<file path="config.mk">
export PLATFORM = sky130hd
export DESIGN_NAME = rsc_sequencer
export DESIGN_NICKNAME = d
export VERILOG_FILES = /design/src/rtl/rsc_pulse_detect.v /design/src/rtl/rsc_sequencer.v
export VERILOG_INCLUDE_DIRS = /design/src /design/src/include
export SDC_FILE = /design/constraint.sdc
export NUM_CORES = 1
export LEC_CHECK = 0
export BUFFER_PORTS_ARGS = -buffer_cell sky130_fd_sc_hd__clkbuf_2
export CORE_MARGIN = 1
export CORE_UTILIZATION = 56
export CTS_CLUSTER_SIZE = 12
export DETAILED_ROUTE_END_ITERATION = 6
export PLACE_DENSITY = 0.87
export SYNTH_ARGS = -nofsm -noshare
export SYNTH_HDL_FRONTEND = slang
export SYNTH_SLANG_ARGS = --single-unit
</file>
<file path="constraint.sdc">
create_clock -name mclk -period 3.94 [get_ports mclk]
set_input_delay 1.182 -clock mclk [delete_from_list [all_inputs] [get_ports mclk]]
set_output_delay 1.182 -clock mclk [all_outputs]
set_load 0.02 [all_outputs]
</file>
<file path="src/include/rsc_defines.vh">
// constants for the radiometer stepping and calibration sequencer
// assumes a 25 MHz mclk and the apb register map below
`ifndef RSC_DEFINES_VH
`define RSC_DEFINES_VH

// clock and times
`define RSC_CLK_HZ 25000000
`define RSC_BACKUP_PERIOD_MS 1260
`define RSC_BACKUP_CYCLES ((`RSC_CLK_HZ / 1000) * `RSC_BACKUP_PERIOD_MS)
`define RSC_SETTLE_MS 8
`define RSC_SETTLE_CYCLES ((`RSC_CLK_HZ / 1000) * `RSC_SETTLE_MS)
`define RSC_CNT_W 26

// register byte offsets
`define RSC_CTRL_ADDR 12'h000
`define RSC_CMD_ADDR 12'h004
`define RSC_STAT_ADDR 12'h008
`define RSC_CAL_ADDR 12'h00C

// command register bits (write one to issue)
`define RSC_CMD_DISABLE 0
`define RSC_CMD_STEP 1
`define RSC_CMD_RESUME 2

// control register fields
`define RSC_CTRL_BACKUP_EN 0
`define RSC_CTRL_RESET 32'h0000_0001

`endif

</file>
<file path="src/rtl/rsc_pulse_detect.v">
// rising edge detector with two-flop synchroniser for a pin input
// assumes the pin is asynchronous to mclk
`timescale 1ns/10ps
module rsc_pulse_detect (
  input wire mclk,
  input wire resetn,
  input wire pin_in,
  output reg pulse_out
);
  reg sync1_reg;
  reg sync2_reg;
  reg last_reg;

  // synchronise, then flag the rising edge for one cycle
  always @(posedge mclk) begin
    if (!resetn) begin
      sync1_reg <= 1'b0;
      sync2_reg <= 1'b0;
      last_reg <= 1'b0;
      pulse_out <= 1'b0;
    end else begin
      sync1_reg <= pin_in;
      sync2_reg <= sync1_reg;
      last_reg <= sync2_reg;
      pulse_out <= sync2_reg & ~last_reg;
    end
  end
endmodule

</file>
<file path="src/rtl/rsc_sequencer.v">
// radiometer frequency stepping and calibration sequencer with apb
// assumes spacecraft pins are asynchronous and apb runs on mclk
//
// Design decisions made here: the APB register port and the placing of the registers.
`timescale 1ns/10ps
`include "rsc_defines.vh"
module rsc_sequencer (
  input wire mclk,
  input wire resetn,
  input wire timing_pin,
  input wire sync_pin,
  input wire cal_window_pin,
  input wire level_select_bit_a,
  input wire level_select_bit_b,
  input wire disable_stepping_cmd,
  input wire single_step_cmd,
  input wire resume_stepping_cmd,
  input wire psel,
  input wire penable,
  input wire pwrite,
  input wire [11:0] paddr,
  input wire [31:0] pwdata,
  output wire pready,
  output reg [31:0] prdata,
  output wire pslverr,
  output reg [7:0] osc_power,
  output reg input_switch_driver,
  output reg frame_ident_word,
  output reg preamp_select_latch,
  output reg level_relay_a,
  output reg level_relay_b,
  output reg [1:0] cal_level_tlm,
  output reg osc_settled
);
  // detected pulses on the asynchronous pins
  wire step_tick;
  wire sync_pulse;
  wire dis_pulse;
  wire stp_pulse;
  wire res_pulse;

  rsc_pulse_detect u_tick (.mclk(mclk), .resetn(resetn),
    .pin_in(timing_pin), .pulse_out(step_tick));
  rsc_pulse_detect u_sync (.mclk(mclk), .resetn(resetn),
    .pin_in(sync_pin), .pulse_out(sync_pulse));
  rsc_pulse_detect u_dis (.mclk(mclk), .resetn(resetn),
    .pin_in(disable_stepping_cmd), .pulse_out(dis_pulse));
  rsc_pulse_detect u_stp (.mclk(mclk), .resetn(resetn),
    .pin_in(single_step_cmd), .pulse_out(stp_pulse));
  rsc_pulse_detect u_res (.mclk(mclk), .resetn(resetn),
    .pin_in(resume_stepping_cmd), .pulse_out(res_pulse));

  // level pins go through two flops
  reg [2:0] lvl_s1_reg;
  reg [2:0] lvl_s2_reg;
  always @(posedge mclk) begin
    if (!resetn) begin
      lvl_s1_reg <= 3'h0;
      lvl_s2_reg <= 3'h0;
    end else begin
      lvl_s1_reg <= {cal_window_pin, level_select_bit_b, level_select_bit_a};
      lvl_s2_reg <= lvl_s1_reg;
    end
  end
  wire cal_win = lvl_s2_reg[2];
  wire sel_a = lvl_s2_reg[0];
  wire sel_b = lvl_s2_reg[1];

  // apb registers: software commands and backup enable
  reg backup_en_reg;
  reg sw_dis_reg;
  reg sw_stp_reg;
  reg sw_res_reg;
  wire apb_wr = psel & penable & pwrite;
  assign pready = 1'b1;
  assign pslverr = 1'b0;

  always @(posedge mclk) begin
    if (!resetn) begin
      backup_en_reg <= 1'b1;
      sw_dis_reg <= 1'b0;
      sw_stp_reg <= 1'b0;
      sw_res_reg <= 1'b0;
    end else begin
      sw_dis_reg <= 1'b0;
      sw_stp_reg <= 1'b0;
      sw_res_reg <= 1'b0;
      if (apb_wr && paddr == `RSC_CTRL_ADDR) begin
        backup_en_reg <= pwdata[`RSC_CTRL_BACKUP_EN];
      end
      if (apb_wr && paddr == `RSC_CMD_ADDR) begin
        sw_dis_reg <= pwdata[`RSC_CMD_DISABLE];
        sw_stp_reg <= pwdata[`RSC_CMD_STEP];
        sw_res_reg <= pwdata[`RSC_CMD_RESUME];
      end
    end
  end

  // stepping disable latch; disable wins if both arrive together
  reg fixed_reg;
  always @(posedge mclk) begin
    if (!resetn) begin
      fixed_reg <= 1'b0;
    end else if (dis_pulse | sw_dis_reg) begin
      fixed_reg <= 1'b1;
    end else if (res_pulse | sw_res_reg) begin
      fixed_reg <= 1'b0;
    end
  end

  // backup pulse unit: free runs, restarted by each detected tick
  reg [`RSC_CNT_W-1:0] backup_cnt_reg;
  reg backup_pulse_reg;
  // terminal count worked out at full width, then cut to counter width
  localparam integer BACKUP_LAST_I = `RSC_BACKUP_CYCLES - 1;
  localparam [`RSC_CNT_W-1:0] BACKUP_LAST = BACKUP_LAST_I[`RSC_CNT_W-1:0];
  always @(posedge mclk) begin
    if (!resetn) begin
      backup_cnt_reg <= {`RSC_CNT_W{1'b0}};
      backup_pulse_reg <= 1'b0;
    end else if (step_tick) begin
      backup_cnt_reg <= {`RSC_CNT_W{1'b0}};
      backup_pulse_reg <= 1'b0;
    end else if (backup_cnt_reg == BACKUP_LAST) begin
      backup_cnt_reg <= {`RSC_CNT_W{1'b0}};
      backup_pulse_reg <= backup_en_reg;
    end else begin
      backup_cnt_reg <= backup_cnt_reg + 1'b1;
      backup_pulse_reg <= 1'b0;
    end
  end

  // stepping source: or of tick and backup, or single step in fixed mode
  wire auto_step = (step_tick | backup_pulse_reg) & ~fixed_reg;
  wire man_step = (stp_pulse | sw_stp_reg) & fixed_reg;
  wire sync_rst = sync_pulse & ~fixed_reg;

  // eight-stage frequency counter
  reg [2:0] freq_reg;
  always @(posedge mclk) begin
    if (!resetn) begin
      freq_reg <= 3'h0;
    end else if (sync_rst) begin
      freq_reg <= 3'h0;
    end else if (auto_step | man_step) begin
      freq_reg <= freq_reg + 3'h1;
    end
  end

  // one-hot oscillator power switches
  genvar gi;
  generate
    for (gi = 0; gi < 8; gi = gi + 1) begin : g_osc
      always @(posedge mclk) begin
        if (!resetn) begin
          osc_power[gi] <= (gi == 0);
        end else begin
          osc_power[gi] <= (freq_reg == gi);
        end
      end
    end
  endgenerate

  // settle timer after each oscillator change
  reg [17:0] settle_cnt_reg;
  reg [2:0] freq_last_reg;
  localparam integer SETTLE_LAST_I = `RSC_SETTLE_CYCLES;
  localparam [17:0] SETTLE_LAST = SETTLE_LAST_I[17:0];
  always @(posedge mclk) begin
    if (!resetn) begin
      settle_cnt_reg <= 18'h0;
      freq_last_reg <= 3'h0;
      osc_settled <= 1'b0;
    end else begin
      freq_last_reg <= freq_reg;
      if (freq_reg != freq_last_reg) begin
        settle_cnt_reg <= 18'h0;
        osc_settled <= 1'b0;
      end else if (settle_cnt_reg != SETTLE_LAST) begin
        settle_cnt_reg <= settle_cnt_reg + 18'h1;
        osc_settled <= 1'b0;
      end else begin
        osc_settled <= 1'b1;
      end
    end
  end

  // calibration control
  wire gate_a = cal_win & sel_a;
  wire gate_b = cal_win & sel_b;
  reg cal_win_last_reg;
  always @(posedge mclk) begin
    if (!resetn) begin
      cal_win_last_reg <= 1'b0;
      preamp_select_latch <= 1'b0;
      input_switch_driver <= 1'b0;
      frame_ident_word <= 1'b0;
      level_relay_a <= 1'b0;
      level_relay_b <= 1'b0;
      cal_level_tlm <= 2'h0;
    end else begin
      cal_win_last_reg <= cal_win;
      if (cal_win & ~cal_win_last_reg) begin
        preamp_select_latch <= ~preamp_select_latch;
      end
      input_switch_driver <= cal_win;
      frame_ident_word <= cal_win;
      level_relay_a <= gate_a;
      level_relay_b <= gate_b;
      // telemetry level: 3 max, 2 second, 1 third and no-noise, 0 idle
      case ({cal_win, gate_a, gate_b})
        3'b111: cal_level_tlm <= 2'h3;
        3'b101: cal_level_tlm <= 2'h2;
        3'b110: cal_level_tlm <= 2'h1;
        3'b100: cal_level_tlm <= 2'h1;
        default: cal_level_tlm <= 2'h0;
      endcase
    end
  end

  // apb read mux, registered data not needed: zero wait states
  always @* begin
    case (paddr)
      `RSC_CTRL_ADDR: prdata = {31'h0, backup_en_reg};
      `RSC_STAT_ADDR: prdata = {23'h0, osc_settled, fixed_reg, 4'h0,
        freq_reg};
      `RSC_CAL_ADDR: prdata = {24'h0, cal_level_tlm, level_relay_b,
        level_relay_a, preamp_select_latch, frame_ident_word,
        input_switch_driver, cal_win};
      default: prdata = 32'h0;
    endcase
  end
endmodule

</file>
-- Yosys cells after proc, flatten, opt, wreduce, memory -nomap -nowiden
Index checks and enable logic that the tools add are counted.
- flip-flop bits (word level): 97
- bits of input ports: 57
- output and inout bits: 50
- logic and storage cells: 110
- add/sub/neg operators: 3
- equal/unequal tests: 17
- mux-type cells: 5
- bitwise gates (word level): 28
- reduce and logical (&&, ||, !) cells: 11
- operators by type and width (operator ; count):
    9-bit one-hot mux with 3 select lines ; 1
    26-bit by 1-bit adder with 26-bit output (second input constant) ; 1
    26-bit by 25-bit equality test with 1-bit output (second input constant) ; 1
    12-bit by 4-bit equality test with 1-bit output (second input constant) ; 2
    3-bit equality test (second input constant) ; 8
    18-bit by 1-bit adder with 18-bit output (second input constant) ; 1
    18-bit inequality test (second input constant) ; 1
    1-bit AND ; 13
    12-bit by 3-bit equality test with 1-bit output (second input constant) ; 1
    12-bit logical NOT ; 1
    1-bit inverter ; 10
    3-bit by 2-bit equality test with 1-bit output (second input constant) ; 2
    2-bit one-hot mux with 3 select lines ; 1
    2-bit OR reduction ; 3
    3-bit OR reduction ; 2
    1-bit bitwise OR ; 5
    3-bit by 1-bit adder with 3-bit output (second input constant) ; 1
    3-bit by 1-bit equality test with 1-bit output (second input constant) ; 1
    3-bit logical NOT ; 1
    1-bit 2-to-1 mux ; 3
    3-bit inequality test ; 1
    1-bit logical AND ; 2
    2-bit AND reduction ; 1
    2-bit nonzero test ; 1

-- Longest topological paths before layout
Gate-level depths: netlist of run 1.
- depth after elaboration: 4
- depth in mapped cells: 6
- gate-level depth less buffers: 6

-- Modules after synthesis
Synthesis of run 1 repeated with hierarchy kept, for this count alone.
- cell total of the unflattened synthesis: 443
- area, all modules: 4102.7 µm²
- modules (own cells, without submodules) (module ; times used ; cells an instance ; area each (µm²) ; seq. area each (µm²)):
    rsc_sequencer ; 1 ; 403 ; 3545.9 ; 1541.5
    rsc_pulse_detect ; 5 ; 8 ; 111.4 ; 80.1

-- Least setup slack after synthesis of run 1
Ideal clock, no wire load.
- kind: input to output
- start: input paddr[7]
- end: output prdata[8]
- arrival time: 2.296 ns
- data required time: 2.758 ns
- path slack: 0.462 ns
- stages on the path: 3
- buffers on the path: 0
- cells stage by stage: nor4_1 -> nand4_1 -> nor3b_1
- word-level cells in the longest chain between the ends: 2
- elaborated cells on any way between the ends: 4
- classes of those cells: eq/ne: 2; mux: 1; reduce/logical: 1
- ends and longest elaborated chain (element ; line ; RTL):
    start, declared ; rsc_sequencer.v:21 ; input wire [11:0] paddr,
    12-bit by 4-bit equality test with 1-bit output / 12-bit logical NOT (equally long branches) ; rsc_sequencer.v:223 ; case (paddr)
    9-bit one-hot mux with 3 select lines (*) ; rsc_sequencer.v:223 ;
    end, declared ; rsc_sequencer.v:24 ; output reg [31:0] prdata,
Every way passes the cells marked *; elsewhere a longest branch is shown, timed or not.

-- Worst setup path in the final report of run 1
- start: input paddr[9]
- end: output prdata[3]
Same word-level chain as after synthesis.

==> results of run 1 <==
[path summary, 6_finish.rpt]
kind	start	to	depth (start not counted)
max	paddr[9]	prdata[3]	6
min	u_stp.last_reg	u_stp.pulse_out	1
max reg2reg	backup_cnt_reg[19]	backup_cnt_reg[3]	4
min reg2reg	u_stp.last_reg	u_stp.pulse_out	1
[through the flow]
| stage | instances | area, um2 | total power, mW | utilization | hold slack (ps) |
|---|---|---|---|---|---|
| floorplan | 467 | 4180 | 1.14 | - | 367 |
| global placement | 579 | 4320 | 1.14 | 0.621 | 372 |
| detailed placement | 579 | 4320 | 1.15 | 0.621 | 375 |
| CTS | 595 | 4510 | 1.75 | 0.650 | 389 |
| global route | 595 | 4510 | 1.81 | 0.650 | 400 |
| finish | 595 | 4510 | 1.75 | 0.650 | 387 |
[synthesized netlist by cell type, drive strengths merged, types with 3 or more instances]
library cell / count
a21oi: 23
and2: 38
and3: 13
and4: 3
buf: 28
clkbuf: 9
dfxtp: 97
ha: 9
inv: 16
mux2i: 3
nand2: 17
nand3: 23
nand4: 11
nand4b: 4
nor2: 34
nor2b: 8
nor3: 11
nor4: 10
o21ai: 15
o31ai: 8
or3: 9
or4: 11
xnor2: 22
xor2: 5
[final cells by class]
| type | count | share of cell area |
|---|---|---|
| Multi-Input combinational cell | 317 | 0.427 |
| Sequential cell | 97 | 0.430 |
| Tap cell | 96 | 0.0266 |
| Timing Repair Buffer | 53 | 0.0593 |
| Inverter | 16 | 0.0133 |
| Clock inverter | 7 | 0.0161 |
| Clock buffer | 9 | 0.0275 |
[layout by cell type, fill, tap and decap left out, types with 5 or more instances in the layout]
cell / n
conb_1: 25
nor4_1: 10
xor2_1: 5
nand4_1: 11
or4_1: 9
a21oi_1: 23
clkbuf_8: 9
o31ai_1: 7
and2_1: 38
nor2_1: 34
nor2b_1: 8
nand3_1: 22
ha_1: 9
o21ai_0: 15
nand2_1: 17
inv_1: 16
dfxtp_1: 97
clkbuf_2: 52
nor3_1: 11
or3_1: 9
and3_1: 13
xnor2_1: 22
[critical path, delay by kind of cell]
kind	cells	cell delay [ps]
buffers and inverters	2	240
and+or+nand+nor	4	1150
[layer usage]
| metal | share of wire | up-vias | GRT usage |
|---|---|---|---|
| met4 | 0.015 | 0 | 0.0879 |
| met3 | 0.036 | 14 | 0.0427 |
| met2 | 0.51 | 90 | 0.387 |
| met1 | 0.43 | 1484 | 0.241 |
| met5 | 0 | - | 0 |
| li1 | - | 1585 | - |
[power by group]
group	internal [mW]	switching (mW)	leakage, nW
Combinational	0.0376	0.0701	0.867
Clock	0.249	0.372	0.102
Sequential	1.00	0.0170	0.787
Total	1.29	0.459	1.76
[cell families after synthesis]
group                      Yosys count  synth area share
AOI/OAI and AO/OA                   50            0.0718
xor gates and xnor gates            27            0.0578
muxes                                3           0.00734
DFF                                 97             0.474
adders and majority gates            9            0.0275
and+or+nand+nor                    203             0.283
other                                2           0.00183
buffers and inverters               53            0.0761
==> results by stage, run 1 <==
Routing:
- After detailed routing, the number of remaining DRC violations is 0.
- For this block, the routed nets add up to 7630 um of wire.
- The DRC marker count from the first detailed-route iteration is 139.
- After detailed routing, the average wire length per cell comes to roughly 13 um.
- In the routed layout, each cell is associated on average with a via count of around 5.3.
- The length of the first detailed-routing pass in iterations is 4.
- The count of nets left with antenna violations once routing finished came out at 0.
- Across all layers, the routed design uses 3173 vias.

Logic synthesis:
- For this run, the register share of the synthesized area comes to 0.474.
- The dominant cell type by area after synthesis is dfxtp_1.
- The share of synthesized area in the top cell type comes to 0.474.
- The count of distinct cell types in the synthesized netlist is 43.
- For this run, the leading register cell type out of synthesis is dfxtp_1.
- Summing every instance area after synthesis gives 4090 um2.
- The yosys synthesis warning count is 0.
- Sorting the synthesized cells by area gives the leading types as dfxtp_1 47%, and2_1 5.8%, buf_4 4.8%.
- After synthesis, the share of flip-flops with an asynchronous set or reset is 0.
- The flip-flop and latch count after synthesis is between 90 and 100.
- The number of enable-type register cells in the synthesized netlist is 0.
- The average instance in the mapped netlist occupies 9.22 um2.
- The number of instances in the synthesized netlist is 444.

Finish:
- The multi-input combinational cells in the finished layout cover a total of 1930 um2.
- At the end of the flow, the number of nets in the layout was 560.
- The number of diodes added for antenna fixing is 0.
- The number of flip-flops under the largest register name is 26.
- The sequential cell area is just under 2000 um2.
- In the final layout, the share of cells above drive strength 1 is 0.150.
- The filler cell count is between 500 and 600.
- The signed area change from the synthesized netlist to the final layout is 10.2%.

Timing:
- The measured slew at the worst slew-check pin is a little under 1000 ps.
- The count of final max-slew check failures is 0.
- Setup repair after global routing left no endpoint under its margin.
- The final-report setup violation count is 0.
- The summed negative setup slack over all endpoints is 0 ps.
- The number of hold-slack violations in the final timing report was 0.
- Clock skew on the completed layout was measured at 15.1 ps.
- After layout, the worst setup slack is 196 ps.
- Measured against its own limit, the worst slew margin works out to 0.354.
- The worst path in the final design needs a cycle of 3740 ps, including I/O delays and setup.
- Timing would allow up to 267 MHz.
- The final clock period utilization by the worst path is 0.950.

CTS:
- The number of gates resized after CTS was 0.
- The later pin in the worst-skew pair is clocked with a latency of 360 ps.
- The hold buffer count at CTS is 0.
- The cell sitting at the root of the clock tree is a clkbuf_8.
- The H-tree depth reported by CTS is 3.
- Post-CTS timing repair inserted 0 buffers for setup.
- Counting every sink on the clock net gives 97.
- Counting the buffers created by CTS gives 9.
- The CTS tree is yes.
- After clock tree synthesis, the clock-pin slew on the worst setup and hold paths is 100 ps.
- The maximum buffer depth of the clock tree is 2.

Global route:
- The number of global-route vias before repair is 2912.
- The overflow left after global routing is 0.
- Entering global routing, the biggest net connects 44 pins.
- Across every metal layer, demand over resource in global routing totals 0.213.
- The number of antenna violations at the first check in global routing is 0.
- The wire length of the first global-routing pass is 12700 um.

Critical path:
- Data on the critical path arrives at its endpoint at 2560 ps.
- The type of the setup path with the least slack is in -> out.
- In this run the register-to-register setup slack is between 1500 and 2000 ps.
- STA puts the critical path data required time at 2760 ps.
- Counting stages on the worst path, the most repeated cell is clkbuf_2.
- STA classifies the critical path startpoint as an input pin.
- On the worst path, the slowest cell contributes a delay of 410 ps.
- The biggest fanout along the worst timing path is 5.
- The worst setup path is captured at an output pin.
- The signal on the critical path passes through clkbuf_2 > nor4_1 > nand4_1 > nor2_1 > and2_1 > clkbuf_2.
- The standard cell with the maximum stage delay on the critical path is nor4_1.

Die:
- The core box area is 6940 um2.
- The starting utilization of the core area is 0.589.
- The count of boundary I/O pins is between 100 and 150.
- The number of core rows is 30.
- The floorplan step set the die height to 87.5 um.
- The die is 87.5 um wide.
- The floorplan step defined a die boundary enclosing 7650 um2.

Pwr:
- Power spread over the standard cell area amounts to between 300 and 400 nW/um2.
- The worst IR drop on VDD is 0.000346 V.
- The leakage power total is 1.76 nW.

Place:
- The count of buffers inserted at the top-level ports is 52.
- OpenSTA, run right after detailed placement, puts the worst setup slack at 193 ps.
- At the end of routability-driven placement, the weighted congestion stood at 0.853.
- The half-perimeter wire length after placement is 5480 um.

Min path:
- The class of the tightest hold or removal check is reg -> reg.

Status:
- The flow ran to the end, and the final reports show no timing, DRC or antenna violations.

Run:
- The max capacitance violation total is 0.
Note: power is estimated with default switching activity, not from simulation.
==> run 2, diff against run 1 <==
Settings changed: MAX_ROUTING_LAYER from default to met4, RECOVER_POWER from default to 100.
==> results by stage, run 2 (same netlist as run 1, synthesis figures left out) <==
Die:
- The die width is 87.5 um (unchanged).
- The starting utilization of the core area is 0.589 (unchanged).
- The total die area is 7650 um2 (unchanged).
- The core box area is 6940 um2 (unchanged).
- The number of core rows is 30 (unchanged).
- The chip height is 87.5 um (unchanged).
- The count of boundary I/O pins came to 107 (unchanged).

Routing:
- The DRC marker count from the first detailed-route iteration is 112 (was 139).
- The remaining routing DRC violations is 0 (unchanged).
- The routed length per placed instance is 12.8 um (about the same).
- The detailed-route wire length is 7610 um (was 7630 um).
- The detailed-route via count is 3190 (was 3173).
- The length of the first detailed-routing pass in iterations is 5 (was 4).
- The post-route antenna net violation count is 0 (unchanged).
- The average via count per standard cell is 5.36 (was 5.33).

Finish:
- The number of flip-flops under the largest register name is 26 (unchanged).
- The fraction of layout cells with a size suffix above 1 is 0.102 (was 0.150).
- The final standard cell area without fillers was 4470 um2 (was 4510 um2).
- The most common cell after layout, fill and taps aside is dfxtp_1 (unchanged).
- Top library cells by usage in the layout, fill and taps aside: 97 x dfxtp_1, 34 x nor2_1, 30 x clkbuf_2 (was 97 x dfxtp_1, 52 x clkbuf_2, 38 x and2_1).
- The sequential cell area is 1940 um2 (unchanged).
- The number of diodes added for antenna fixing came to 0 (unchanged).
- The area occupied by multi-input gates was 1910 um2 (was 1930 um2).
- The signed area change from the synthesized netlist to the final layout was 9.17% (was 10.2%).
- The filler cell count came to 572 (was 551).
- The net count reported at finish is 560 (unchanged).

Critical path:
- The type of the setup path with the least slack was in -> out (unchanged).
- The origin of the worst setup path is paddr[9] (unchanged).
- The startpoint of the worst register-to-register path is backup_cnt_reg[19] (unchanged).
- The required time of the worst setup path is 2760 ps (about the same).
- The startpoint type of the worst setup path is an input pin (unchanged).
- The data arrival time of the worst path came to 2560 ps (about the same).
- The capturing element type of the critical path is an output pin (unchanged).
- The biggest fanout along the worst timing path is 5 (unchanged).

CTS:
- The clock latency on the worst-skew pair is 370 ps (was 360 ps).
- The clock transition at the register clock pins on the worst setup and hold paths after CTS is 90 ps (was 100 ps).
- The CTS tree is yes (unchanged).
- The H-tree depth reported by CTS came to 3 (unchanged).
- The maximum buffer depth of the clock tree is 2 (unchanged).
- The number of buffers inserted to repair setup after CTS is 0 (unchanged).
- The root buffer selected by CTS is clkbuf_8 (unchanged).
- The total clock buffers created by CTS is 9 (unchanged).
- The hold buffer count at CTS came to 0 (unchanged).
- The number of clock sinks was 97 (unchanged).
- The post-cts sizing count is 0 (unchanged).

Timing:
- The final critical path time including I/O delays and setup is 3750 ps (was 3740 ps).
- The number of hold-slack violations in the final timing report is 0 (unchanged).
- The summed negative setup slack over all endpoints is 0 ps (unchanged).
- The clock skew after layout came to 14.3 ps (was 15.1 ps).
- The measured slew at the worst slew-check pin was 1660 ps (was 969 ps).
- The final clock period utilization by the worst path is 0.951 (was 0.950).
- The maximum operating frequency is 267 MHz (about the same).
- The worst slew margin relative to its limit was -0.110 (was 0.354).
- The post-route worst setup slack is 193 ps (was 196 ps).
- The count of final max-slew check failures is 26 (was 0).
- RSZ-0062 raised after global routing: no (unchanged).
- The worst hold-check slack is 386 ps (was 387 ps).
- The final-report setup violation count is 0 (unchanged).

Min path:
- The start point of the worst hold path is u_stp.last_reg (unchanged).
- The class of the tightest hold or removal check is reg -> reg (unchanged).

Status:
- The final reports fail on capacitance limit, slew limit.
- Status: finished, violations left (was finished clean).

Place:
- The global placer's final weighted congestion came to 0.867 (was 0.853).
- The instance area at placement is 4320 um2 (unchanged).
- The count of buffers inserted at the top-level ports was 52 (unchanged).
- The half-perimeter wire length after placement is 5480 um (unchanged).
- The worst setup slack before clock tree synthesis is 193 ps (unchanged).

Run:
- The max capacitance violation total was 1 (was 0).

Global route:
- The wire length of the first global-routing pass is 12700 um (about the same).
- The maximum number of pins on one net before global-route repair came to 44 (unchanged).
- The overflow left after global routing is 0 (unchanged).
- The number of antenna violations at the first check in global routing is 0 (unchanged).
- The all-layer global routing usage is 0.219 (was 0.213).
- The number of global-route vias before repair came to 2910 (was 2912).

Pwr:
- The power density over the cells was 389 nW/um2 (was 388 nW/um2).
- The worst IR drop on VDD is 0.000344 V (was 0.000346 V).
- The leakage power total came to 1.65 nW (was 1.76 nW).
run 2: cell count changes in the layout (fill, tap and decap cells not counted), sizes merged:
cell,change
buf,-1
clkbuf,+1
run 2: area by class of cell:
type	instances	share of cell area
timing repair buffer	53	0.0529
tap	96	0.0269
clock inverter	7	0.0162
sequential	97	0.435
inverter	16	0.0134
multi-input combinational	317	0.428
clock buffer	9	0.0277
run 2: path summary, 6_finish.rpt:
kind,slack (ps),end,depth (start not counted)
hold reg to reg,390,u_stp.pulse_out,1
setup / recovery,190,prdata[6],6
hold / removal,390,u_stp.pulse_out,1
setup reg to reg,950,backup_cnt_reg[3],4
run 2: layer usage:
metal	share of wire	routed length [um]	vias up	GRT usage
li1	-	-	1585	-
met1	0.42	3200	1482	0.241
met2	0.52	3930	106	0.387
met3	0.045	341	17	0.0427
met4	0.019	142	0	0.0879
met5	0	0	-	-
run 2: metrics by stage:
stage,util,std cells,power [mW]
2_1_floorplan,-,467,1.14
3_3_place_gp,0.621,579,1.14
3_5_place_dp,0.621,579,1.15
4_1_cts,0.650,595,1.75
5_1_grt,0.643,595,1.81
6_report,0.643,595,1.74
run 2: where the power goes:
part	switching (mW)	internal, mW	total, mW
Combinational	0.0700	0.0348	0.105
Sequential	0.0169	1.00	1.02
Clock	0.367	0.249	0.615
Total	0.453	1.29	1.74
run 2: critical path, cell delays in order:
cell	delay [ps]
clkbuf_2	80
nor4_1	400
nand4_1	310
nor2_1	260
and2_0	160
clkbuf_2	170
==> run 3, diff against run 2 <==
Settings changed: PLACE_DENSITY 0.87 to 0.84.
==> results by stage, run 3 (same netlist as run 1, synthesis figures left out) <==
Status:
- Status: finished, violations left (unchanged).
- Violations in the final reports: capacitance limit, slew limit (unchanged).

Critical path:
- The count of buffering cells on the critical path with inverters included is 2 (unchanged).
- The data arrival time of the worst path is 2540 ps (was 2560 ps).
- The instance count on the critical path was 6 (unchanged).
- The register-to-register setup slack is 1030 ps (was 950 ps).
- The origin of the worst setup path is paddr[9] (unchanged).
- The startpoint type of the worst setup path is an input pin (unchanged).
- The gate family responsible for the most delay along the worst path is simple AND/OR/NAND/NOR gates (unchanged).
- The capturing element type of the critical path is an output pin (unchanged).
- The termination of the worst setup path is prdata[3] (was prdata[6]).
- Cell Chain, Critical Path: clkbuf_2 > nor4_1 > nand4_1 > nor2_1 > and2_0 > clkbuf_2 (unchanged).
- The stage delay of the slowest cell on the critical path came to 380 ps (was 400 ps).
- The most numerous cell on the critical path was clkbuf_2 (unchanged).
- The required time of the worst setup path is 2760 ps (about the same).
- The standard cell with the maximum stage delay on the critical path is nor4_1 (unchanged).
- The type of the setup path with the least slack is in -> out (unchanged).
- The startpoint of the worst register-to-register path is backup_cnt_reg[17] (was backup_cnt_reg[19]).
- The biggest fanout along the worst timing path is 5 (unchanged).
- The worst reg2reg path endpoint is backup_cnt_reg[10] (was backup_cnt_reg[3]).
- The path depth of the worst reg2reg path is 4 (unchanged).

CTS:
- The total clock buffers created by CTS is 9 (unchanged).
- The post-cts sizing count is 0 (unchanged).
- The clock transition at the register clock pins on the worst setup and hold paths after CTS came to 100 ps (was 90 ps).
- The number of buffers inserted to repair setup after CTS is 0 (unchanged).
- The H-tree depth reported by CTS was 3 (unchanged).
- The root buffer selected by CTS is clkbuf_8 (unchanged).
- The maximum buffer depth of the clock tree is 2 (unchanged).
- The hold buffer count at CTS came to 0 (unchanged).
- The number of clock sinks is 97 (unchanged).
- The clock latency on the worst-skew pair is 360 ps (was 370 ps).
- The CTS tree is yes (unchanged).

Pwr:
- The worst IR drop on VDD is 0.000297 V (was 0.000344 V).
- The internal portion of total power came to 1.36 mW (was 1.29 mW).
- The switching power is 0.437 mW (was 0.453 mW).
- The leakage power total is 1.66 nW (was 1.65 nW).
- The fraction of power spent switching nets is 0.244 (was 0.261).
- The power share of the clock group is 0.373 (was 0.354).
- The part of the power in registers is 0.569 (was 0.586).
- The power density over the cells is 400 nW/um2 (was 389 nW/um2).
- The fraction of power consumed by combinational cells was 0.058 (was 0.060).

Timing:
- The clock skew after layout came to 13.1 ps (was 14.3 ps).
- The final critical path time including I/O delays and setup is 3720 ps (was 3750 ps).
- RSZ-0062 raised after global routing: no (unchanged).
- The summed negative setup slack over all endpoints was 0 ps (unchanged).
- The final-report setup violation count is 0 (unchanged).
- The measured slew at the worst slew-check pin was 1630 ps (was 1660 ps).
- The worst hold-check slack is 389 ps (was 386 ps).
- The number of hold-slack violations in the final timing report is 0 (unchanged).
- The final clock period utilization by the worst path was 0.944 (was 0.951).
- The count of final max-slew check failures came to 26 (unchanged).
- The maximum operating frequency is 269 MHz (was 267 MHz).
- The worst slew margin relative to its limit is -0.0902 (was -0.110).

Min path:
- The class of the tightest hold or removal check was reg -> reg (unchanged).

Die:
- The chip height is 87.5 um (unchanged).
- The starting utilization of the core area was 0.589 (unchanged).
- The number of core rows is 30 (unchanged).
- The die width is 87.5 um (unchanged).
- The count of boundary I/O pins is 107 (unchanged).
- The total die area was 7650 um2 (unchanged).
- The core box area is 6940 um2 (unchanged).

Routing:
- The average via count per standard cell is 5.30 (was 5.36).
- The routed length per placed instance is 12.7 um (was 12.8 um).
- The DRC marker count from the first detailed-route iteration was 141 (was 112).
- The length of the first detailed-routing pass in iterations is 5 (unchanged).
- The detailed-route wire length is 7560 um (was 7610 um).
- The detailed-route via count is 3156 (was 3190).
- The remaining routing DRC violations came to 0 (unchanged).
- The post-route antenna net violation count came to 0 (unchanged).

Run:
- The max capacitance violation total is 1 (unchanged).

Finish:
- The area occupied by multi-input gates is 1910 um2 (unchanged).
- The net count reported at finish was 560 (unchanged).
- The sequential cell area is 1940 um2 (unchanged).
- The number of diodes added for antenna fixing is 0 (unchanged).
- The final cell count without fillers is 595 (unchanged).
- The signed area change from the synthesized netlist to the final layout is 9.54% (was 9.17%).
- Top library cells by usage in the layout, fill and taps aside: 97 x dfxtp_1, 34 x nor2_1, 30 x clkbuf_2 (unchanged).
- The filler cell count is 594 (was 572).
- The fraction of layout cells with a size suffix above 1 was 0.102 (unchanged).
- The most common cell after layout, fill and taps aside is dfxtp_1 (unchanged).
- The number of flip-flops under the largest register name is 26 (unchanged).

Global route:
- The number of antenna violations at the first check in global routing was 0 (unchanged).
- The maximum number of pins on one net before global-route repair was 44 (unchanged).
- The number of global-route vias before repair was 2810 (was 2910).
- The wire length of the first global-routing pass is 12200 um (was 12700 um).
- The all-layer global routing usage is 0.212 (was 0.219).
- The overflow left after global routing is 0 (unchanged).

Place:
- The global placer's final weighted congestion is 0.870 (was 0.867).
- The count of buffers inserted at the top-level ports is 52 (unchanged).
- The half-perimeter wire length after placement is 5450 um (was 5480 um).
- The count of placed standard cells including taps is 579 (unchanged).
==> run 3: changes by cell type in the layout (fill, tap and decap cells not counted), sizes merged <==
cell / delta
bufinv: +1
inv: -1
clkbuf: +1
clkinvlp: +2
clkinv: -3
==> run 3: metrics by stage <==
stage                     setup WS, ps  area [um2]  power (mW)   util
after floorplan                    462        4180        1.14      -
after global routing              90.5        4480        1.87  0.646
final                              220        4480        1.79  0.646
after global placement             280        4320        1.14  0.621
after detailed placement           213        4320        1.15  0.621
after CTS                          201        4530        1.81  0.652
==> run 3: layout make-up <==
class | instances | share of cell area
clock buffer | 10 | 0.0307
tap | 96 | 0.0268
inverter | 16 | 0.0134
timing repair buffer | 53 | 0.0527
sequential | 97 | 0.433
multi-input combinational | 317 | 0.427
clock inverter | 6 | 0.0165
==> run 3: worst register-to-register path, delay by kind of cell, from the launching register on <==
family,cells,cell delay [ps]
and+or+nand+nor,3,1090
AOI/OAI and AO/OA,1,1280
DFF,1,360
==> run 3: routing by layer <==
layer,part of all wire,vias up,track usage
met4,0.019,0,0.0730
li1,-,1585,-
met2,0.50,87,0.365
met1,0.43,1473,0.228
met5,0,-,-
met3,0.049,11,0.0692
==> run 3: power by group through the flow <==
stage               sequential [mW]  combinational (mW)  clock [mW]
finish                         1.02               0.105       0.669
global route                   1.02               0.118       0.725
CTS                            1.02               0.108       0.682
detailed placement             1.04               0.108           0
global placement               1.04               0.102           0
floorplan                      1.04              0.0963           0
==> run 3: how the worst min path moves through the flow <==
stage,startpoint,end,slack (ps),cells after the start
CTS,u_res.last_reg,u_res.pulse_out,390,1
floorplan,u_dis.last_reg,u_dis.pulse_out,370,1
finish,u_res.last_reg,u_res.pulse_out,390,1
global route,u_dis.last_reg,u_dis.pulse_out,410,1
detailed placement,u_tick.last_reg,u_tick.pulse_out,380,1
global placement,u_stp.last_reg,u_stp.pulse_out,370,1
